## config.mk

```make
export PLATFORM = sky130hd
export DESIGN_NAME = dual_serial_port
export DESIGN_NICKNAME = d
export VERILOG_FILES = /design/src/dual_serial_port_pkg.sv /design/src/rate_tick.sv /design/src/dual_serial_port.sv
export SDC_FILE = /design/constraint.sdc
export NUM_CORES = 1
export LEC_CHECK = 0
export BUFFER_PORTS_ARGS = -buffer_cell sky130_fd_sc_hd__buf_2
export CORE_ASPECT_RATIO = 0.75
export CORE_MARGIN = 2
export CORE_UTILIZATION = 50
export DETAILED_ROUTE_END_ITERATION = 12
export GPL_TIMING_DRIVEN = 1
export PLACE_DENSITY = 0.72
export SYNTH_ARGS = -nofsm -noshare
export SYNTH_HDL_FRONTEND = slang
export SYNTH_SLANG_ARGS = --single-unit
```

## constraint.sdc

```tcl
create_clock -name clk_i -period 7.25 [get_ports clk_i]
set_input_delay 0.725 -clock clk_i [delete_from_list [all_inputs] [get_ports clk_i]]
set_output_delay 0.725 -clock clk_i [all_outputs]
set_load 0.02 [all_outputs]
```

## src/dual_serial_port_pkg.sv

```systemverilog
// Shared constants for the dual serial port: register indices, control bit
// positions, reset values, bit-rate counts and state encodings.
// Assumes a 40 MHz system clock and a 32-bit classic Wishbone register bus.
`default_nettype none
package dual_serial_port_pkg;
    // Register indices; the byte address on the bus is four times the index
    localparam logic [9:0] IDX_S0_CTRL = 10'h098;
    localparam logic [9:0] IDX_S0_BUF = 10'h099;
    localparam logic [9:0] IDX_S1_CTRL = 10'h0c0;
    localparam logic [9:0] IDX_S1_BUF = 10'h0c1;
    localparam logic [9:0] IDX_IRQ_STAT = 10'h0e0;
    localparam logic [9:0] IDX_IRQ_MASK = 10'h0e1;
    localparam logic [9:0] IDX_T1_RELOAD = 10'h0e2;
    // Control register bit positions
    localparam int CTRL_MP = 5;
    localparam int CTRL_REN = 4;
    localparam int CTRL_TB8 = 3;
    localparam int CTRL_RB8 = 2;
    localparam int CTRL_TI = 1;
    localparam int CTRL_RI = 0;
    // Interrupt status and mask bit positions
    localparam int IRQ_TX0 = 0;
    localparam int IRQ_RX0 = 1;
    localparam int IRQ_TX1 = 2;
    localparam int IRQ_RX1 = 3;
    // Values after reset
    localparam logic [7:0] CTRL_RESET = 8'h00;
    localparam logic [7:0] BUF_RESET = 8'h00;
    localparam logic [7:0] RELOAD_RESET = 8'h00;
    localparam logic [3:0] IRQ_RESET = 4'h0;
    // Port 1 has no timer: its variable-rate reload is fixed
    localparam logic [7:0] PORT1_RELOAD = 8'hf0;
    // Bit-rate counts, in system clock cycles, ticks or bits
    localparam logic [3:0] SYNC_DIV_SLOW = 4'hc;
    localparam logic [3:0] SYNC_DIV_FAST = 4'h4;
    localparam logic [8:0] FIXED_TICK_DIV = 9'h004;
    localparam logic [8:0] RELOAD_SPAN = 9'h100;
    localparam logic [3:0] START_MID_TICK = 4'h7;
    localparam logic [3:0] LAST_TICK = 4'hf;
    localparam logic [3:0] SYNC_BITS = 4'h8;
    localparam logic [3:0] ASYNC_RX_SAMPLES = 4'h9;
    localparam logic [3:0] ASYNC8_TX_BITS = 4'ha;
    localparam logic [3:0] ASYNC9_TX_BITS = 4'hb;
    typedef enum logic [1:0] {
        MODE_SYNC = 2'b00,
        MODE_ASYNC8 = 2'b01,
        MODE_ASYNC9_FIXED = 2'b10,
        MODE_ASYNC9_VAR = 2'b11
    } mode_type;
    typedef enum logic [1:0] {
        TX_IDLE = 2'b00,
        TX_ASYNC = 2'b01,
        TX_SYNC = 2'b11
    } tx_state_type;
    typedef enum logic [1:0] {
        RX_IDLE = 2'b00,
        RX_START = 2'b01,
        RX_ASYNC = 2'b11,
        RX_SYNC = 2'b10
    } rx_state_type;
endpackage : dual_serial_port_pkg
`default_nettype wire

```

## src/rate_tick.sv

```systemverilog
// Oversampling tick generator: one-cycle pulse every period_i clocks.
// Assumes period_i is at least 4 and changes only between frames.
`default_nettype none
module rate_tick (
    input wire logic clk_i,
    input wire logic rst_i,
    input wire logic [8:0] period_i,
    output logic tick_o
);
    import dual_serial_port_pkg::*;
    logic [8:0] cnt_r;
    logic [8:0] cnt_nxt;
    logic tick_r;
    logic tick_nxt;

    // Count up and wrap; a shortened period takes effect at once
    always_comb begin
        if (cnt_r >= period_i - 9'h001) begin
            cnt_nxt = 9'h000;
            tick_nxt = 1'b1;
        end else begin
            cnt_nxt = cnt_r + 9'h001;
            tick_nxt = 1'b0;
        end
    end

    always_ff @(posedge clk_i) begin
        if (rst_i) begin
            cnt_r <= 9'h000;
            tick_r <= 1'b0;
        end else begin
            cnt_r <= cnt_nxt;
            tick_r <= tick_nxt;
        end
    end

    assign tick_o = tick_r;
endmodule : rate_tick
`default_nettype wire

```

## src/dual_serial_port.sv

```systemverilog
// Two serial ports behind a classic Wishbone slave, with a sticky interrupt.
// Assumes one 40 MHz clock, synchronous reset and pins synchronised here.
`default_nettype none
module serial_channel #(
    parameter bit TIMER_RATE = 1'b1
) (
    input wire logic clk_i,
    input wire logic rst_i,
    input wire logic wr_ctrl_i,
    input wire logic wr_buf_i,
    input wire logic [7:0] wdata_i,
    input wire logic [7:0] reload_i,
    input wire logic rxd_i,
    output logic [7:0] ctrl_o,
    output logic [7:0] buf_o,
    output logic tx_evt_o,
    output logic rx_evt_o,
    output logic rxd_o,
    output logic rxd_oe_o,
    output logic txd_o
);
    import dual_serial_port_pkg::*;
    logic [7:0] ctrl_r, ctrl_nxt, buf_r, buf_nxt;
    tx_state_type tx_st_r, tx_st_nxt;
    rx_state_type rx_st_r, rx_st_nxt;
    logic [10:0] tx_sh_r, tx_sh_nxt;
    logic [8:0] rx_sh_r, rx_sh_nxt;
    logic [3:0] tx_cnt_r, tx_cnt_nxt, rx_cnt_r, rx_cnt_nxt;
    logic [3:0] tx_tick_r, tx_tick_nxt, rx_tick_r, rx_tick_nxt;
    logic [3:0] ph_r, ph_nxt;
    logic txd_r, txd_nxt, rxd_out_r, rxd_out_nxt, rxd_oe_r, rxd_oe_nxt;
    logic tx_evt_r, tx_evt_nxt, rx_evt_r, rx_evt_nxt;
    logic rx_s1_r, rx_s2_r, rx_s3_r;
    logic tick;
    logic accept;
    logic [3:0] sync_div, sync_half;
    logic [7:0] rate_reload;
    logic [8:0] tick_period;
    mode_type mode;

    assign mode = mode_type'(ctrl_r[7:6]);
    assign sync_div = ctrl_r[CTRL_MP] ? SYNC_DIV_FAST : SYNC_DIV_SLOW;
    assign sync_half = {1'b0, sync_div[3:1]};
    // Port 0 follows the timer reload; port 1 runs at a fixed reload
    assign rate_reload = TIMER_RATE ? reload_i : PORT1_RELOAD;
    assign tick_period = (mode == MODE_ASYNC9_FIXED) ? FIXED_TICK_DIV
                         : RELOAD_SPAN - {1'b0, rate_reload};
    // Multiprocessor filter: same test on stop bit or ninth bit
    assign accept = !ctrl_r[CTRL_RI] && (!ctrl_r[CTRL_MP] || rx_s2_r);

    rate_tick u_rate (
        .clk_i(clk_i),
        .rst_i(rst_i),
        .period_i(tick_period),
        .tick_o(tick)
    );

    // Transmit, receive and register next-state logic
    always_comb begin
        ctrl_nxt = ctrl_r;
        buf_nxt = buf_r;
        tx_st_nxt = tx_st_r;
        rx_st_nxt = rx_st_r;
        tx_sh_nxt = tx_sh_r;
        rx_sh_nxt = rx_sh_r;
        tx_cnt_nxt = tx_cnt_r;
        rx_cnt_nxt = rx_cnt_r;
        tx_tick_nxt = tx_tick_r;
        rx_tick_nxt = rx_tick_r;
        ph_nxt = ph_r;
        txd_nxt = txd_r;
        rxd_out_nxt = rxd_out_r;
        rxd_oe_nxt = rxd_oe_r;
        tx_evt_nxt = 1'b0;
        rx_evt_nxt = 1'b0;
        if (wr_ctrl_i) begin
            ctrl_nxt = wdata_i;
        end
        if (wr_buf_i) begin
            buf_nxt = wdata_i;
        end
        case (tx_st_r)
            TX_IDLE: begin
                // A running synchronous reception owns the bit clock
                if (rx_st_r != RX_SYNC) begin
                    txd_nxt = 1'b1;
                end
                rxd_oe_nxt = 1'b0;
                if (wr_buf_i && mode == MODE_SYNC) begin
                    tx_st_nxt = TX_SYNC;
                    tx_sh_nxt = {3'b111, wdata_i};
                    tx_cnt_nxt = SYNC_BITS;
                    ph_nxt = 4'h0;
                end else if (wr_buf_i) begin
                    tx_st_nxt = TX_ASYNC;
                    // Frame LSB first: start, data, ninth or stop, stop
                    tx_sh_nxt = {1'b1, (mode == MODE_ASYNC8) ? 1'b1 : ctrl_r[CTRL_TB8],
                                 wdata_i, 1'b0};
                    tx_cnt_nxt = (mode == MODE_ASYNC8) ? ASYNC8_TX_BITS : ASYNC9_TX_BITS;
                    tx_tick_nxt = 4'h0;
                end
            end
            TX_ASYNC: begin
                if (tick) begin
                    tx_tick_nxt = tx_tick_r + 4'h1;
                    if (tx_tick_r == 4'h0 && tx_cnt_r != 4'h0) begin
                        txd_nxt = tx_sh_r[0];
                        tx_sh_nxt = {1'b1, tx_sh_r[10:1]};
                        tx_cnt_nxt = tx_cnt_r - 4'h1;
                        if (tx_cnt_r == 4'h1) begin
                            ctrl_nxt[CTRL_TI] = 1'b1;
                            tx_evt_nxt = 1'b1;
                        end
                    end
                    if (tx_tick_r == LAST_TICK && tx_cnt_r == 4'h0) begin
                        tx_st_nxt = TX_IDLE;
                    end
                end
            end
            TX_SYNC: begin
                ph_nxt = (ph_r == sync_div - 4'h1) ? 4'h0 : ph_r + 4'h1;
                if (ph_r == 4'h0) begin
                    txd_nxt = 1'b0;
                    rxd_out_nxt = tx_sh_r[0];
                    rxd_oe_nxt = 1'b1;
                end
                if (ph_r == sync_half) begin
                    txd_nxt = 1'b1;
                end
                if (ph_r == sync_div - 4'h1) begin
                    tx_sh_nxt = {1'b1, tx_sh_r[10:1]};
                    tx_cnt_nxt = tx_cnt_r - 4'h1;
                    if (tx_cnt_r == 4'h1) begin
                        ctrl_nxt[CTRL_TI] = 1'b1;
                        tx_evt_nxt = 1'b1;
                        tx_st_nxt = TX_IDLE;
                        rxd_oe_nxt = 1'b0;
                    end
                end
            end
            default: begin
                tx_st_nxt = TX_IDLE;
            end
        endcase
        case (rx_st_r)
            RX_IDLE: begin
                if (mode == MODE_SYNC) begin
                    if (ctrl_r[CTRL_REN] && !ctrl_r[CTRL_RI] && tx_st_r == TX_IDLE
                        && !wr_buf_i) begin
                        rx_st_nxt = RX_SYNC;
                        rx_cnt_nxt = SYNC_BITS;
                        ph_nxt = 4'h0;
                    end
                end else if (ctrl_r[CTRL_REN] && rx_s3_r && !rx_s2_r) begin
                    rx_st_nxt = RX_START;
                    rx_tick_nxt = 4'h0;
                end
            end
            RX_START: begin
                if (tick) begin
                    rx_tick_nxt = rx_tick_r + 4'h1;
                    if (rx_tick_r == START_MID_TICK) begin
                        // A start bit gone high by mid-bit was a glitch
                        rx_st_nxt = rx_s2_r ? RX_IDLE : RX_ASYNC;
                        rx_tick_nxt = 4'h0;
                        rx_cnt_nxt = ASYNC_RX_SAMPLES;
                    end
                end
            end
            RX_ASYNC: begin
                if (tick) begin
                    rx_tick_nxt = rx_tick_r + 4'h1;
                    if (rx_tick_r == LAST_TICK) begin
                        rx_sh_nxt = {rx_s2_r, rx_sh_r[8:1]};
                        rx_cnt_nxt = rx_cnt_r - 4'h1;
                        if (rx_cnt_r == 4'h1) begin
                            rx_st_nxt = RX_IDLE;
                            if (accept) begin
                                buf_nxt = rx_sh_r[8:1];
                                ctrl_nxt[CTRL_RB8] = rx_s2_r;
                                ctrl_nxt[CTRL_RI] = 1'b1;
                                rx_evt_nxt = 1'b1;
                            end
                        end
                    end
                end
            end
            RX_SYNC: begin
                ph_nxt = (ph_r == sync_div - 4'h1) ? 4'h0 : ph_r + 4'h1;
                rxd_oe_nxt = 1'b0;
                if (ph_r == 4'h0) begin
                    txd_nxt = 1'b0;
                end
                if (ph_r == sync_half) begin
                    txd_nxt = 1'b1;
                    rx_sh_nxt = {rx_s2_r, rx_sh_r[8:1]};
                end
                if (ph_r == sync_div - 4'h1) begin
                    rx_cnt_nxt = rx_cnt_r - 4'h1;
                    if (rx_cnt_r == 4'h1) begin
                        buf_nxt = rx_sh_r[8:1];
                        ctrl_nxt[CTRL_RI] = 1'b1;
                        rx_evt_nxt = 1'b1;
                        rx_st_nxt = RX_IDLE;
                    end
                end
                // Half duplex: a buffer write takes the line from reception
                if (wr_buf_i) begin
                    rx_st_nxt = RX_IDLE;
                    txd_nxt = 1'b1;
                    ph_nxt = 4'h0;
                end
            end
            default: begin
                rx_st_nxt = RX_IDLE;
            end
        endcase
    end

    // State registers; hardware only sets the flags, a control write or reset clears them
    always_ff @(posedge clk_i) begin
        if (rst_i) begin
            ctrl_r <= CTRL_RESET;
            buf_r <= BUF_RESET;
            tx_st_r <= TX_IDLE;
            rx_st_r <= RX_IDLE;
            tx_sh_r <= 11'h7ff;
            rx_sh_r <= 9'h000;
            tx_cnt_r <= 4'h0;
            rx_cnt_r <= 4'h0;
            tx_tick_r <= 4'h0;
            rx_tick_r <= 4'h0;
            ph_r <= 4'h0;
            txd_r <= 1'b1;
            rxd_out_r <= 1'b1;
            rxd_oe_r <= 1'b0;
            tx_evt_r <= 1'b0;
            rx_evt_r <= 1'b0;
            rx_s1_r <= 1'b1;
            rx_s2_r <= 1'b1;
            rx_s3_r <= 1'b1;
        end else begin
            ctrl_r <= ctrl_nxt;
            buf_r <= buf_nxt;
            tx_st_r <= tx_st_nxt;
            rx_st_r <= rx_st_nxt;
            tx_sh_r <= tx_sh_nxt;
            rx_sh_r <= rx_sh_nxt;
            tx_cnt_r <= tx_cnt_nxt;
            rx_cnt_r <= rx_cnt_nxt;
            tx_tick_r <= tx_tick_nxt;
            rx_tick_r <= rx_tick_nxt;
            ph_r <= ph_nxt;
            txd_r <= txd_nxt;
            rxd_out_r <= rxd_out_nxt;
            rxd_oe_r <= rxd_oe_nxt;
            tx_evt_r <= tx_evt_nxt;
            rx_evt_r <= rx_evt_nxt;
            rx_s1_r <= rxd_i;
            rx_s2_r <= rx_s1_r;
            rx_s3_r <= rx_s2_r;
        end
    end

    assign ctrl_o = ctrl_r;
    assign buf_o = buf_r;
    assign tx_evt_o = tx_evt_r;
    assign rx_evt_o = rx_evt_r;
    assign rxd_o = rxd_out_r;
    assign rxd_oe_o = rxd_oe_r;
    assign txd_o = txd_r;
endmodule : serial_channel

module dual_serial_port (
    input wire logic clk_i,
    input wire logic rst_i,
    input wire logic cyc_i,
    input wire logic stb_i,
    input wire logic we_i,
    input wire logic [31:2] adr_i,
    input wire logic [3:0] sel_i,
    input wire logic [31:0] dat_i,
    output logic [31:0] dat_o,
    output logic ack_o,
    output logic irq_o,
    input wire logic port0_receive_pin_i,
    output logic port0_receive_pin_o,
    output logic port0_receive_pin_oe_o,
    output logic port0_transmit_pin_o,
    input wire logic port1_receive_pin_i,
    output logic port1_receive_pin_o,
    output logic port1_receive_pin_oe_o,
    output logic port1_transmit_pin_o
);
    import dual_serial_port_pkg::*;
    logic ack_r, ack_nxt, irq_r, irq_nxt;
    logic [31:0] dat_r, dat_nxt;
    logic [3:0] irq_stat_r, irq_stat_nxt, irq_mask_r, irq_mask_nxt;
    logic [7:0] t1_reload_r, t1_reload_nxt;
    logic [9:0] idx;
    logic wr;
    logic [7:0] ctrl0, buf0, ctrl1, buf1;
    logic tx0_evt, rx0_evt, tx1_evt, rx1_evt;
    logic [3:0] events;

    assign idx = adr_i[11:2];
    // Writes land on the acknowledging edge, byte lane 0 only
    assign wr = cyc_i && stb_i && we_i && ack_r && sel_i[0] && adr_i[31:12] == 20'h00000;
    assign events = {rx1_evt, tx1_evt, rx0_evt, tx0_evt};

    // Both ports share one design; port 0 takes the timer rate
    serial_channel #(.TIMER_RATE(1'b1)) u_port0 (
        .clk_i(clk_i),
        .rst_i(rst_i),
        .wr_ctrl_i(wr && idx == IDX_S0_CTRL),
        .wr_buf_i(wr && idx == IDX_S0_BUF),
        .wdata_i(dat_i[7:0]),
        .reload_i(t1_reload_r),
        .rxd_i(port0_receive_pin_i),
        .ctrl_o(ctrl0),
        .buf_o(buf0),
        .tx_evt_o(tx0_evt),
        .rx_evt_o(rx0_evt),
        .rxd_o(port0_receive_pin_o),
        .rxd_oe_o(port0_receive_pin_oe_o),
        .txd_o(port0_transmit_pin_o)
    );

    serial_channel #(.TIMER_RATE(1'b0)) u_port1 (
        .clk_i(clk_i),
        .rst_i(rst_i),
        .wr_ctrl_i(wr && idx == IDX_S1_CTRL),
        .wr_buf_i(wr && idx == IDX_S1_BUF),
        .wdata_i(dat_i[7:0]),
        .reload_i(t1_reload_r),
        .rxd_i(port1_receive_pin_i),
        .ctrl_o(ctrl1),
        .buf_o(buf1),
        .tx_evt_o(tx1_evt),
        .rx_evt_o(rx1_evt),
        .rxd_o(port1_receive_pin_o),
        .rxd_oe_o(port1_receive_pin_oe_o),
        .txd_o(port1_transmit_pin_o)
    );

    // Bus answer, read mux and interrupt registers; a new event beats a clear
    always_comb begin
        ack_nxt = cyc_i && stb_i && !ack_r;
        dat_nxt = dat_r;
        if (cyc_i && stb_i && !ack_r) begin
            dat_nxt = 32'h00000000;
            if (adr_i[31:12] == 20'h00000) begin
                case (idx)
                    IDX_S0_CTRL: dat_nxt[7:0] = ctrl0;
                    IDX_S0_BUF: dat_nxt[7:0] = buf0;
                    IDX_S1_CTRL: dat_nxt[7:0] = ctrl1;
                    IDX_S1_BUF: dat_nxt[7:0] = buf1;
                    IDX_IRQ_STAT: dat_nxt[3:0] = irq_stat_r;
                    IDX_IRQ_MASK: dat_nxt[3:0] = irq_mask_r;
                    IDX_T1_RELOAD: dat_nxt[7:0] = t1_reload_r;
                    default: dat_nxt = 32'h00000000;
                endcase
            end
        end
        irq_stat_nxt = irq_stat_r;
        irq_mask_nxt = irq_mask_r;
        t1_reload_nxt = t1_reload_r;
        if (wr && idx == IDX_IRQ_STAT) begin
            irq_stat_nxt = irq_stat_r & ~dat_i[3:0];
        end
        if (wr && idx == IDX_IRQ_MASK) begin
            irq_mask_nxt = dat_i[3:0];
        end
        if (wr && idx == IDX_T1_RELOAD) begin
            t1_reload_nxt = dat_i[7:0];
        end
        irq_stat_nxt = irq_stat_nxt | events;
        irq_nxt = |(irq_stat_r & irq_mask_r);
    end

    always_ff @(posedge clk_i) begin
        if (rst_i) begin
            ack_r <= 1'b0;
            dat_r <= 32'h00000000;
            irq_stat_r <= IRQ_RESET;
            irq_mask_r <= IRQ_RESET;
            t1_reload_r <= RELOAD_RESET;
            irq_r <= 1'b0;
        end else begin
            ack_r <= ack_nxt;
            dat_r <= dat_nxt;
            irq_stat_r <= irq_stat_nxt;
            irq_mask_r <= irq_mask_nxt;
            t1_reload_r <= t1_reload_nxt;
            irq_r <= irq_nxt;
        end
    end

    assign ack_o = ack_r;
    assign dat_o = dat_r;
    assign irq_o = irq_r;
endmodule : dual_serial_port
`default_nettype wire

```

# ---- Word level (Yosys, flattened, before mapping)
# Cells that the tools add are included.
# Widths: inputs -> output; s select.
dict set report word_totals {
  reg_bits 206
  in_bits 73
  out_inout_bits 40
  wordCells 478
}
dict set report classes {
  add_sub_neg 17
  order_cmp 2
  n_eq_ne 79
  mux 238
  bitwise 4
  n_reduce_logical 88
}
# operator n
set ops {}
lappend ops {{$mux 4} 53}
lappend ops {{$mux 8} 15}
lappend ops {{$mux 11} 10}
lappend ops {{$mux 1} 80}
lappend ops {{$eq 10x8->1 const B} 7}
lappend ops {{$mux 2} 34}
lappend ops {{$pmux 11 s3} 2}
lappend ops {{$mux 9} 7}
lappend ops {{$ne 2x1->1 const B} 24}
lappend ops {{$pmux 4 s2} 6}
lappend ops {{$pmux 4 s3} 4}
lappend ops {{$pmux 9 s2} 2}
lappend ops {{$pmux 4 s4} 2}
lappend ops {{$pmux 8 s2} 2}
lappend ops {{$logic_and 1x1->1} 31}
lappend ops {{$reduce_and 5->1} 6}
lappend ops {{$pmux 4 s7} 1}
lappend ops {{$reduce_and 7->1} 4}
lappend ops {{$add 4x1->4 const B} 6}
lappend ops {{$logic_not 4->1} 6}
lappend ops {{$ne 2x2->1 const B} 12}
lappend ops {{$sub 4x1->4 const B} 6}
lappend ops {{$logic_not 20->1} 1}
lappend ops {{$pmux 1 s2} 10}
lappend ops {{32 further kinds} 97}

# ---- Longest topological paths before layout
# Gate-level depths: netlist (run 1).
dict set report depth {
  depth_word 12
  ltp_mapped 17
  ltp_nobuf 15
}

# ---- By module
# Synthesis (run 1) repeated with hierarchy kept, for this count alone.
dict set report unflattened {
  hier_cells 1223
  hier_area_um2 10635.2
}
# mod n_inst cells_per_inst area_each_um2 seq_area_each_um2
set by_module_without_submodules {}
lappend by_module_without_submodules {{serial_channel (u_port0)} 1 443 3799.9 1321.3}
lappend by_module_without_submodules {{serial_channel (u_port1)} 1 415 3488.3 1321.3}
lappend by_module_without_submodules {dual_serial_port 1 203 1816.7 520.5}
lappend by_module_without_submodules {{rate_tick (u_port1.u_rate)} 1 81 802.0 200.2}
lappend by_module_without_submodules {{rate_tick (u_port0.u_rate)} 1 81 728.2 200.2}

# ---- Worst setup path before layout (run 1)
# OpenSTA, ideal clock, no wires.
dict set report synth_timing {
  path_type {register to register}
  start {reg t1_reload_r[0]}
  end {reg u_port0.u_rate.tick_r (netlist: u_port0.u_rate.tick_o)}
  setup_time_ns 0.125
  arrival_time_ns 2.892
  required_ns 7.125
  setup_slack_ns 4.233
  stages_incl_launch_ff 18
  n_path_buf 2
  synth_period_minus_slack_ns 3.017
  cell_sequence {dfxtp_1 > clkbuf_1 > inv_1 > ha_1 > xnor2_1 > nor2_1 > a21oi_1 > o21ai_0 > nand3_1 > xor2_1 > nand2_1 > ha_1 > and3_1 > a21oi_1 > o21ai_0 > o41a_1 > clkbuf_1 > nor2b_1}
}
dict set report synth_via {
  elab_chain_cells 5
}
# item line
set synth_lines {}
lappend synth_lines {{start: declaration} dual_serial_port.sv:299} ;# logic [7:0] t1_reload_r, t1_reload_nxt;
lappend synth_lines {{start signal: assignment} dual_serial_port.sv:394} ;# t1_reload_r <= t1_reload_nxt;
lappend synth_lines {{$sub 9x8->9} dual_serial_port.sv:47} ;# : RELOAD_SPAN - {1'b0, rate_reload};
lappend synth_lines {{$mux 9} dual_serial_port.sv:46} ;# assign tick_period = (mode == MODE_ASYNC9_FIXED) ? FIXED_TICK_DIV
lappend synth_lines {{$sub 9x1->9} rate_tick.sv:18} ;# if (cnt_r >= period_i - 9'h001) begin
lappend synth_lines {{$ge 9x9->1} rate_tick.sv:18}
lappend synth_lines {{$mux 1} rate_tick.sv:18}
lappend synth_lines {{end signal: assignment} rate_tick.sv:33} ;# tick_r <= tick_nxt;
lappend synth_lines {{end: declaration} rate_tick.sv:13} ;# logic tick_r;
# No other way between the ends.
# A chain may end at the register's enable or synchronous reset.

# ---- Worst setup path after layout (run 1)
# Ends and elaborated chain as after synthesis.

==> results by group, run 1 <==
Status
  • Status: complete, no violations

Flow run
  • Max Cap Violations: 0

Floorplan
  • Die footprint: 20900 um^2
  • X dimension of the die: 166 um
  • Core region area: 19300 um^2
  • Initial core utilization: 0.510
  • Number of ports placed on the die boundary: 113
  • Std cell rows: 44
  • Floorplan die height: 126 um

Timing
  • Setup TNS: 0 ps
  • Final hold violation count: 0
  • Setup-failing EPs final: 0
  • Unrepaired setup endpoints after global routing: false
  • Final worst-path cycle share: 0.476
  • Final setup skew: 7.53 ps
  • Final Max Tran Viols: 0
  • Top achievable clock speed: 0.290 GHz
  • Minimum period implied by the final worst setup slack: 3450 ps
  • Max-slew headroom: 0.181
  • Worst Tran Pin Value: 1220 ps

Place
  • Last weighted congestion value of the routability-driven placer: 0.877
  • Number of buffers inserted by port buffering: 61
  • Final HPWL DP: 16600 um

Global routing
  • Total gr overflow: 0
  • Total global routing track utilization: 0.230
  • Largest net degree at the start of global routing: 75
  • Vias in the first global route: 7803
  • Wire length of the first global-routing pass: 39500 um
  • Number of antenna violations at the first check in global routing: 0

Synthesis
  • Number of synthesized flops with an enable pin: 0
  • Register bit total from synthesis: 178
  • Top cell type's share of synthesized area: 0.362
  • Post-synthesis cell type with the largest combined area: sky130_fd_sc_hd__dfxtp_1
  • Largest cells by area after synthesis: sky130_fd_sc_hd__dfxtp_1, sky130_fd_sc_hd__nor2_1, sky130_fd_sc_hd__ha_1, sky130_fd_sc_hd__nand2_1, sky130_fd_sc_hd__mux2i_1
  • Post-synthesis cell area: 9850 um^2
  • Yosys warning total: 0
  • Simple-gate area share of the yosys netlist: 0.241
  • Yosys cell types: 80
  • Adder-cell area share of the yosys netlist: 0.0572
  • Largest family of logic cells by synthesized area: simple AND/OR/NAND/NOR gates
  • Avg Cell Area, Syn: 8.07 um^2
  • Post-synthesis sequential area ratio: 0.362
  • Fraction of the mapped netlist area in compound gates: 0.190
  • Multiplexer fraction of the synthesized cell area: 0.0528
  • Cells after Synth: 1220
  • Area share of xor/xnor cells in the synthesized design: 0.0311
  • Share of flip-flops with an asynchronous set or reset: 0
  • Most used flip-flop cell after synthesis: sky130_fd_sc_hd__dfxtp_1

Setup path
  • Arrival time worst endpoint: 3730 ps
  • Logic depth of the worst register-to-register path: 15
  • Startpoint kind of the worst setup timing path: register
  • Worst-case register-to-register setup slack: 3800 ps
  • Critical Path End Type: register
  • Maximum fanout along the worst path: 10
  • Required time at the endpoint of the critical path: 7530 ps
  • Capturing point of the worst reg2reg path: u_port0.u_rate.tick_o
  • Launch instance of the worst register-to-register path: t1_reload_r[0]
  • Classification of the worst setup path: register to register
  • Launching instance or port of the critical path: t1_reload_r[0]

Power
  • Leakage power total: 4.47 nW
  • Power density normalized to cell area: 181 nW/um^2
  • P_int: 1.46 mW
  • Clock network fraction of total power: 0.448
  • Net Switching: 0.473 mW
  • Register share of total power: 0.511
  • Maximum VDD drop: 0.118 mV
  • Switching part of the total power: 0.245
  • Total power: 1.93 mW
  • Power share of the combinational group: 0.040

Routing
  • Average detailed-routed wire length per instance: 16.0 um
  • Number of search-and-repair iterations in the first detailed-routing pass: 5
  • DRC errors left: 0
  • Detailed-route wire length: 24000 um
  • Iteration-0 DRC Markers: 876
  • Post-DR vias/cell: 5.78
  • Number of antenna-violating nets in the routed design: 0
  • Vias: 8655

Layout
  • Multi-input gate area in the final layout: 5760 um^2
  • Net count reported at finish: 1350
  • Number of fill cells: 1785
  • Synth-to-layout area growth: 8.50%
  • Share of post-route cells with drive strength above 1: 0.118
  • Ant diodes: 0
  • Area of all sequential standard cells: 3560 um^2

Hold path
  • HP Class: register to register
  • Min-delay src: u_port1.rx_s1_r
  • Instance count along the most critical hold path: 1
  • Hold Path End: u_port1.rx_s2_r

Clock network
  • Number of sinks on the clock net: 178
  • Clock input transition at the sequential cells of the worst setup and hold paths: 70 ps
  • Clock Path Buffers: 2
  • H-tree levels: 4
  • Count of hold-fix buffers inserted at cts: 0
  • Root buffer cell: sky130_fd_sc_hd__clkbuf_16
  • Number of buffers created by CTS: 17
  • Clock Latency Late Sink: 430 ps
  • Post-CTS Setup Inserts: 0
  • Post-CTS resize count: 0
  • Clock tree from TritonCTS: done
==> synth_stat cells, drive strengths merged, types with 3 or more instances <==
master   instances
dfxtp          178
nor2           160
nand2          128
a21oi           84
clkbuf          64
o21ai           64
nand3           54
ha              45
mux2i           43
inv             41
buf             37
nor3            29
xor2            22
a311oi          21
a31oi           16
nand2b          14
nor4            14
a211oi          13
a22oi           13
xnor2           13
nand4           12
nor2b           12
or2             12
a211o           11
nand3b          11
a21o            10
and3             9
nor3b            9
mux2             8
a221oi           7
a2111oi          4
a22o             4
and2             4
o211ai           4
or3              4
a21boi           3
a2bb2oi          3
and4             3
nor4b            3
o21bai           3
o22ai            3
or4              3
==> layout by cell type (no fill, tap or decap), types with 14 or more instances in the layout <==
cell type	count
sky130_fd_sc_hd__nand2b_1	14
sky130_fd_sc_hd__xor2_1	22
sky130_fd_sc_hd__nand3_1	54
sky130_fd_sc_hd__nand2_1	128
sky130_fd_sc_hd__a31oi_1	15
sky130_fd_sc_hd__inv_1	41
sky130_fd_sc_hd__nor2_1	160
sky130_fd_sc_hd__nor3_1	28
sky130_fd_sc_hd__mux2i_1	43
sky130_fd_sc_hd__buf_2	60
sky130_fd_sc_hd__clkbuf_16	17
sky130_fd_sc_hd__a21oi_1	83
sky130_fd_sc_hd__a311oi_1	14
sky130_fd_sc_hd__conb_1	28
sky130_fd_sc_hd__ha_1	45
sky130_fd_sc_hd__dfxtp_1	178
sky130_fd_sc_hd__o21ai_0	62
==> layout make-up <==
type | count | share of cell area
well taps | 253 | 0.0296
repair buffers | 67 | 0.0330
clock inverters | 13 | 0.00960
inverters | 41 | 0.0144
clock buffers | 19 | 0.0414
multi-input cells | 927 | 0.539
flip-flops and latches | 178 | 0.333
==> state kept, by name, summed over array words and instances (netlist names), 9 cells and up <==
signal,count
u_port1.u_rate.cnt_r,9
u_port1.tx_sh_r,10
u_port0.u_rate.cnt_r,9
u_port0.tx_sh_r,10
==> power by group through the flow <==
stage	Combinational, mW	Sequential, mW	Clock (mW)
after CTS	0.0767	0.986	0.877
final	0.0781	0.986	0.865
after floorplan	0.0588	1.01	0
after detailed placement	0.0763	1.01	0
after global routing	0.0841	0.986	0.919
after global placement	0.0757	1.01	0
==> layer usage <==
layer | track usage | part of all wire
met1 | 0.346 | 0.50
met2 | 0.335 | 0.42
met3 | 0.0475 | 0.074
met4 | 0.0552 | 0.010
met5 | 0 | 0
==> worst max-delay path by stage <==
stage	endpoint	slack (ps)
after floorplan	u_port0.u_rate.tick_o	4230
after global placement	u_port0.ctrl_o[2]	3660
after detailed placement	u_port0.ctrl_o[2]	3640
after CTS	u_port0.u_rate.tick_o	3830
after global routing	u_port0.u_rate.tick_o	3470
final	u_port0.u_rate.tick_o	3800
==> kinds of logic (layout without fill, tap and decap cells) <==
family          Yosys count  in the layout
flops                   178            178
compound gates          279            279
buf+inv                 142            140
xor+xnor                 35             35
simple gates            489            489
fa+ha+maj                45             45
mux                      51             51
other cells               1             28
==> metrics by stage <==
| step | util | cells | hold slack, ps | worst slack (ps) | instance area (um^2) |
|---|---|---|---|---|---|
| 2_1_floorplan | - | 1247 | 389 | 4230 | 9950 |
| 3_3_place_gp | 0.525 | 1466 | 396 | 3660 | 10100 |
| 3_5_place_dp | 0.525 | 1466 | 397 | 3640 | 10100 |
| 4_1_cts | 0.553 | 1498 | 410 | 3830 | 10700 |
| 5_1_grt | 0.553 | 1498 | 438 | 3470 | 10700 |
| 6_report | 0.553 | 1498 | 411 | 3800 | 10700 |
==> worst max-delay path: stages, from the launching register on <==
cell,delay [ps]
sky130_fd_sc_hd__dfxtp_1,510
sky130_fd_sc_hd__inv_1,90
sky130_fd_sc_hd__ha_1,300
sky130_fd_sc_hd__xnor2_1,160
sky130_fd_sc_hd__nor2_1,90
sky130_fd_sc_hd__a21oi_1,80
sky130_fd_sc_hd__o21ai_0,340
sky130_fd_sc_hd__nand3_1,160
sky130_fd_sc_hd__xor2_1,170
sky130_fd_sc_hd__nand2_1,70
sky130_fd_sc_hd__ha_1,310
sky130_fd_sc_hd__and3_1,150
sky130_fd_sc_hd__a21oi_1,110
sky130_fd_sc_hd__o21ai_0,100
sky130_fd_sc_hd__o41a_1,460
sky130_fd_sc_hd__nor2b_1,190
(Power assumes the default switching activity.)
==> run 2, diff against run 1 <==
clock period = 3.2 ns   (was 7.25 ns; I/O delays follow)
==> run 2 against run 1 <==
- worst setup slack worse by 3700 ps
- combinational power rose by 130%
- clock power is 150% higher
- core utilization increased by 1.4 points
- worst hold slack got worse by 340 ps
- wire length is 3.5% higher
- global-route usage rose by 0.59 points
- clock-buffer cell count grew 4
- clock skew barely moved
- cell count grew 1.1%
==> results by group, run 2 (synthesis gave the netlist of run 1 again) <==
Floorplan
  • Core region area: 19300 um^2 (unchanged)
  • Die footprint: 20900 um^2 (unchanged)
  • Initial core utilization: 0.510 (unchanged)
  • Floorplan die height: 126 um (unchanged)
  • Std cell rows: 44 (unchanged)
  • X dimension of the die: 166 um (unchanged)
  • Number of ports placed on the die boundary: 113 (unchanged)

Setup path
  • Largest delay share family, worst path: simple AND/OR/NAND/NOR gates
  • Buffers plus inverters on the worst setup path: 0 (-1)
  • Critical Path End Type: register
  • Cell chain of the critical path: nor3_2 > nand2_1 > xor2_2 > o21ai_2 > nand3_1 > xor2_1 > nand2_1 > ha_1 > and3_1 > a21oi_1 > o21ai_1 > o41a_1 > nor2b_1
  • Required time at the endpoint of the critical path: 3510 ps (-4020 ps)
  • Startpoint kind of the worst setup timing path: register
  • Crit-path slowest cell: sky130_fd_sc_hd__o41a_1
  • Classification of the worst setup path: register to register
  • Most frequent cell on the critical path: sky130_fd_sc_hd__nand2_1
  • Arrival time worst endpoint: 3370 ps (-360 ps)
  • Maximum fanout along the worst path: 8 (-2)
  • Highest cell delay on the worst timing path: 490 ps (-20 ps)

Timing
  • Setup-failing EPs final: 0 (unchanged)
  • Final hold slack: 68.3 ps (-343 ps)
  • Final setup skew: 7.16 ps (-0.365 ps)
  • Final Worst Setup Slack: 141 ps (-3660 ps)
  • Max-slew headroom: 0.273 (+0.0918)
  • Minimum period implied by the final worst setup slack: 3060 ps (-390 ps)
  • Worst Tran Pin Value: 1090 ps (-133 ps)
  • Final worst-path cycle share: 0.956 (+0.480)
  • Top achievable clock speed: 0.327 GHz (+13%)
  • Setup TNS: 0 ps (unchanged)
  • Final hold violation count: 0 (unchanged)
  • Final Max Tran Viols: 0 (unchanged)

Routing
  • Average detailed-routed wire length per instance: 16.4 um (+2.3%)
  • Number of antenna-violating nets in the routed design: 0 (unchanged)
  • Post-DR vias/cell: 5.82 (+0.80%)
  • Iteration-0 DRC Markers: 865 (-1.3%)
  • DRC errors left: 0 (unchanged)
  • Vias: 8823 (+1.9%)
  • Number of search-and-repair iterations in the first detailed-routing pass: 5 (unchanged)
  • Detailed-route wire length: 24900 um (+3.5%)

Layout
  • Final instance count without filler cells: 1515 (+1.1%)
  • Share of post-route cells with drive strength above 1: 0.135 (+0.0174)
  • Synth-to-layout area growth: 11.2%
  • Most frequent cells in the layout: sky130_fd_sc_hd__dfxtp_1, sky130_fd_sc_hd__nor2_1, sky130_fd_sc_hd__nand2_1
  • End-of-flow core utilization: 0.567 (+0.0137)
  • Ant diodes: 0 (unchanged)
  • Post-route cell area: 11000 um^2 (+2.5%)
  • Biggest registers after layout: u_port0.tx_sh_r: 10 flops, u_port1.tx_sh_r: 10 flops
  • Net count reported at finish: 1367 (+1.3%)
  • Most common library cell in the layout ignoring fill and taps: sky130_fd_sc_hd__dfxtp_1
  • Number of fill cells: 1772 (-0.73%)

Global routing
  • Vias in the first global route: 7932 (+1.7%)
  • Wire length of the first global-routing pass: 40500 um (+2.4%)
  • Number of antenna violations at the first check in global routing: 0 (unchanged)
  • Largest net degree at the start of global routing: 70 (-6.7%)
  • Total global routing track utilization: 0.236 (+0.00588)
  • Total gr overflow: 0 (unchanged)

Place
  • Number of buffers inserted by port buffering: 61 (unchanged)
  • Area after detailed placement: 10300 um^2 (+1.4%)
  • Placed Cells incl. Taps: 1482 (+1.1%)
  • Last weighted congestion value of the routability-driven placer: 0.874 (-0.40%)
  • Worst-case setup slack after placement: 36.9 ps (-3600 ps)
  • Final HPWL DP: 17000 um (+2.2%)

Clock network
  • Clock tree from TritonCTS: done
  • Number of sinks on the clock net: 178 (unchanged)
  • Root buffer cell: sky130_fd_sc_hd__clkbuf_16
  • Clock Latency Late Sink: 430 ps (about the same)
  • Clock input transition at the sequential cells of the worst setup and hold paths: 70 ps (about the same)
  • Number of buffers created by CTS: 17 (unchanged)
  • Count of hold-fix buffers inserted at cts: 0 (unchanged)
  • H-tree levels: 4 (unchanged)
  • Clock Path Buffers: 2 (unchanged)

Flow run
  • Max Cap Violations: 0 (unchanged)

Power
  • Total power: 4.58 mW (+140%)
  • Leakage power total: 4.59 nW (+2.8%)
  • Maximum VDD drop: 0.316 mV (+170%)
  • Power density normalized to cell area: 418 nW/um^2 (+130%)

Status
  • Status: complete, no violations

Hold path
  • HP Class: primary input to register
==> run 2: timing repair <==
| action | 4_1_cts | 5_1_grt |
|---|---|---|
| pin swaps | 0 | 2 |
| setup buffers | 0 | 0 |
| endpoints found under the setup margin | 5 | 10 |
| gates cloned | 0 | 1 |
| resized for setup | 1 | 11 |
==> run 2: where the power goes <==
part | switching [mW] | internal (mW)
Clock | 0.872 | 1.29
Combinational | 0.129 | 0.0505
Sequential | 0.0101 | 2.23
==> run 2: path summary, 6_finish.rpt <==
path | startpoint | end | slack [ps] | cells past startpoint
hold / removal | port0_receive_pin_i | u_port0.rx_s1_r | 70 | 2
setup / recovery | t1_reload_r[2] | u_port0.u_rate.tick_o | 140 | 13
hold reg to reg | u_port0.rx_s1_r | u_port0.rx_s2_r | 410 | 1
setup reg to reg | t1_reload_r[2] | u_port0.u_rate.tick_o | 140 | 13
==> run 2: final cells by class <==
class | instances | area, um^2 | area share
multi-input combinational | 928 | 5810 | 0.531
inverter | 41 | 154 | 0.0141
sequential | 178 | 3560 | 0.325
clock inverter | 9 | 129 | 0.0118
clock buffer | 23 | 478 | 0.0436
timing repair buffer | 83 | 498 | 0.0455
tap | 253 | 317 | 0.0289
==> run 2: worst register-to-register path, stage by stage, from the launching register on <==
cell	delay [ps]
sky130_fd_sc_hd__dfxtp_1	430
sky130_fd_sc_hd__nor3_2	300
sky130_fd_sc_hd__nand2_1	140
sky130_fd_sc_hd__xor2_2	190
sky130_fd_sc_hd__o21ai_2	210
sky130_fd_sc_hd__nand3_1	110
sky130_fd_sc_hd__xor2_1	150
sky130_fd_sc_hd__nand2_1	80
sky130_fd_sc_hd__ha_1	320
sky130_fd_sc_hd__and3_1	160
sky130_fd_sc_hd__a21oi_1	100
sky130_fd_sc_hd__o21ai_1	110
sky130_fd_sc_hd__o41a_1	490
sky130_fd_sc_hd__nor2b_1	170
==> run 2: per-layer routing <==
metal	vias up	global-route usage	wire length [um]
met5	-	0	0
met4	0	0.0619	270
met3	21	0.0478	1980
met2	349	0.345	10500
met1	4144	0.353	12200
li1	4309	-	-
==> run 3, diff against run 2 <==
CORE_UTILIZATION = 35   (was 50)
PLACE_DENSITY = 0.54   (was 0.72)
==> run 3 against run 2 <==
- core utilization shrank 17 points
- global-route usage decreased by 5.1 points
- largest cell class unchanged
- sequential power hardly changed
- total power up 2.2%
- first-iteration DRC count decreased by 31%
- critical path depth up 2
- worst hold slack worse by 12 ps
- critical path type unchanged
- wire length grew 7.1%
- fmax rose by 3.6%
- via count down 2.1%
- worst setup slack gained 110 ps
- highest routed layer unchanged
- largest power group is now the clock network
==> results by group, run 3 (synthesis gave the netlist of run 1 again) <==
Layout
  • End-of-flow core utilization: 0.401 (-0.166)
  • Most common library cell in the layout ignoring fill and taps: sky130_fd_sc_hd__dfxtp_1
  • Area of all sequential standard cells: 3560 um^2 (about the same)
  • Most frequent cells in the layout: sky130_fd_sc_hd__dfxtp_1, sky130_fd_sc_hd__nor2_1, sky130_fd_sc_hd__nand2_1
  • Net count reported at finish: 1379 (+0.88%)
  • Final instance count without filler cells: 1630 (+7.6%)
  • Biggest registers after layout: u_port0.tx_sh_r: 10 flops, u_port1.tx_sh_r: 10 flops
  • Number of fill cells: 2870 (+62%)
  • Share of post-route cells with drive strength above 1: 0.141 (+0.00511)
  • Ant diodes: 0 (unchanged)
  • Post-route cell area: 11200 um^2 (+2.0%)
  • Multi-input gate area in the final layout: 5790 um^2 (-0.30%)
  • Synth-to-layout area growth: 13.4%

Timing
  • Top achievable clock speed: 0.339 GHz (+3.6%)
  • Setup TNS: 0 ps (unchanged)
  • Final Max Tran Viols: 0 (unchanged)
  • Final hold slack: 56.2 ps (-12.1 ps)
  • Final Worst Setup Slack: 247 ps (+106 ps)
  • Setup-failing EPs final: 0 (unchanged)
  • Max-slew headroom: 0.280 (+0.00730)
  • Final hold violation count: 0 (unchanged)
  • Minimum period implied by the final worst setup slack: 2950 ps (-106 ps)
  • Final worst-path cycle share: 0.923 (-0.0330)
  • Worst Tran Pin Value: 1080 ps (-10.9 ps)
  • Final setup skew: 10.7 ps (+3.54 ps)

Floorplan
  • Initial core utilization: 0.354 (-0.156)
  • X dimension of the die: 198 um (+19%)
  • Number of ports placed on the die boundary: 113 (unchanged)
  • Std cell rows: 53 (+20%)
  • Die footprint: 29500 um^2 (+42%)
  • Floorplan die height: 149 um (+19%)
  • Core region area: 27900 um^2 (+44%)

Routing
  • Iteration-0 DRC Markers: 598 (-31%)
  • Met2 wire length: 10800 um (+3.4%)
  • Top metal layer carrying routed signals: met4
  • Detailed route wirelength on metal3: 1440 um (-28%)
  • Detailed-route wire length: 26600 um (+7.1%)
  • Vias: 8637 (-2.1%)
  • Average detailed-routed wire length per instance: 16.3 um (-0.47%)
  • Number of search-and-repair iterations in the first detailed-routing pass: 5 (unchanged)
  • Routed length on met1: 14200 um (+17%)
  • Number of antenna-violating nets in the routed design: 0 (unchanged)
  • DRC errors left: 0 (unchanged)
  • Post-DR vias/cell: 5.30 (-9.0%)

Global routing
  • Total gr overflow: 0 (unchanged)
  • Total global routing track utilization: 0.185 (-0.0512)
  • Wire length of the first global-routing pass: 43000 um (+6.2%)
  • Vias in the first global route: 7900 (-0.40%)
  • Number of antenna violations at the first check in global routing: 0 (unchanged)
  • Largest net degree at the start of global routing: 60 (-14%)

Power
  • Register share of total power: 0.478 (-0.011)
  • Switching part of the total power: 0.228 (+0.00664)
  • Total power: 4.68 mW (+2.2%)
  • Power density normalized to cell area: 419 nW/um^2 (+0.19%)
  • Net Switching: 1.06 mW (+5.3%)
  • Clock network fraction of total power: 0.482 (+0.010)
  • P_int: 3.61 mW (+1.3%)
  • Maximum VDD drop: 0.391 mV (+24%)
  • Power share of the combinational group: 0.040 (about the same)
  • Leakage power total: 4.66 nW (+1.5%)

Place
  • Last weighted congestion value of the routability-driven placer: 0.817 (-6.5%)
  • Placed Cells incl. Taps: 1598 (+7.8%)
  • Number of buffers inserted by port buffering: 61 (unchanged)
  • Final HPWL DP: 19000 um (+12%)
  • Worst-case setup slack after placement: 203 ps (+166 ps)
  • Area after detailed placement: 10500 um^2 (+2.1%)

Setup path
  • Startpoint kind of the worst setup timing path: register
  • Arrival time worst endpoint: 3270 ps (-100 ps)
  • Classification of the worst setup path: register to register
  • Critical Path End Type: register
  • Maximum fanout along the worst path: 6 (-2)
  • Required time at the endpoint of the critical path: 3520 ps (about the same)

Hold path
  • HP Class: primary input to register

Clock network
  • Clock Latency Late Sink: 440 ps (about the same)
  • Clock input transition at the sequential cells of the worst setup and hold paths: 70 ps (about the same)
  • Root buffer cell: sky130_fd_sc_hd__clkbuf_16
  • H-tree levels: 4 (unchanged)
  • Clock tree from TritonCTS: done
  • Number of sinks on the clock net: 178 (unchanged)
  • Clock Path Buffers: 2 (unchanged)
  • Number of buffers created by CTS: 17 (unchanged)

Flow run
  • Max Cap Violations: 0 (unchanged)

Status
  • Status: complete, no violations
==> run 3: power by group through the flow <==
stage / clock, mW / sequential [mW] / combinational, mW
after detailed placement: 0 / 2.29 / 0.187
final: 2.25 / 2.24 / 0.187
after CTS: 2.30 / 2.24 / 0.187
after global placement: 0 / 2.29 / 0.185
after global routing: 2.40 / 2.24 / 0.205
after floorplan: 0 / 2.28 / 0.133
==> run 3: timing repair <==
action | in CTS | in global routing
hold endpoints to repair | 0 | 0
setup buffers | 0 | 0
setup endpoints to repair | 0 | 10
hold buffers | 0 | 0
gates resized for setup | 0 | 7
==> run 3: routing by layer <==
metal / track usage / vias to the layer above
met4: 0.0380 / 0
met1: 0.287 / 4094
li1: - / 4337
met5: 0 / -
met2: 0.261 / 191
met3: 0.0344 / 15
==> run 3: cell type report <==
cell class | count | area share
Clock buffer | 24 | 0.0449
Clock inverter | 7 | 0.0110
Inverter | 41 | 0.0138
Multi-Input combinational cell | 928 | 0.519
Sequential cell | 178 | 0.319
Tap cell | 357 | 0.0400
Timing Repair Buffer | 95 | 0.0526
==> run 3: critical path, stage by stage (launching register included) <==
cell and delay, ps:
sky130_fd_sc_hd__dfxtp_1 310, sky130_fd_sc_hd__inv_1 60, sky130_fd_sc_hd__ha_2 260, sky130_fd_sc_hd__xnor2_1 130, sky130_fd_sc_hd__nor2_1 50, sky130_fd_sc_hd__a21oi_1 180
sky130_fd_sc_hd__o21ai_1 100, sky130_fd_sc_hd__nand3_1 130, sky130_fd_sc_hd__xor2_1 150, sky130_fd_sc_hd__nand2_1 80, sky130_fd_sc_hd__ha_1 330, sky130_fd_sc_hd__and3_1 150
sky130_fd_sc_hd__a21oi_1 90, sky130_fd_sc_hd__o21ai_0 160, sky130_fd_sc_hd__o41a_1 500, sky130_fd_sc_hd__nor2b_1 170
==> run 3: path summary, 6_finish.rpt <==
check	start	slack [ps]	cells past startpoint	to
setup reg to reg	t1_reload_r[0]	250	15	u_port0.u_rate.tick_o
setup / recovery	t1_reload_r[0]	250	15	u_port0.u_rate.tick_o
hold reg to reg	u_port1.rx_s1_r	410	1	u_port1.rx_s2_r
hold / removal	port0_receive_pin_i	60	2	u_port0.rx_s1_r
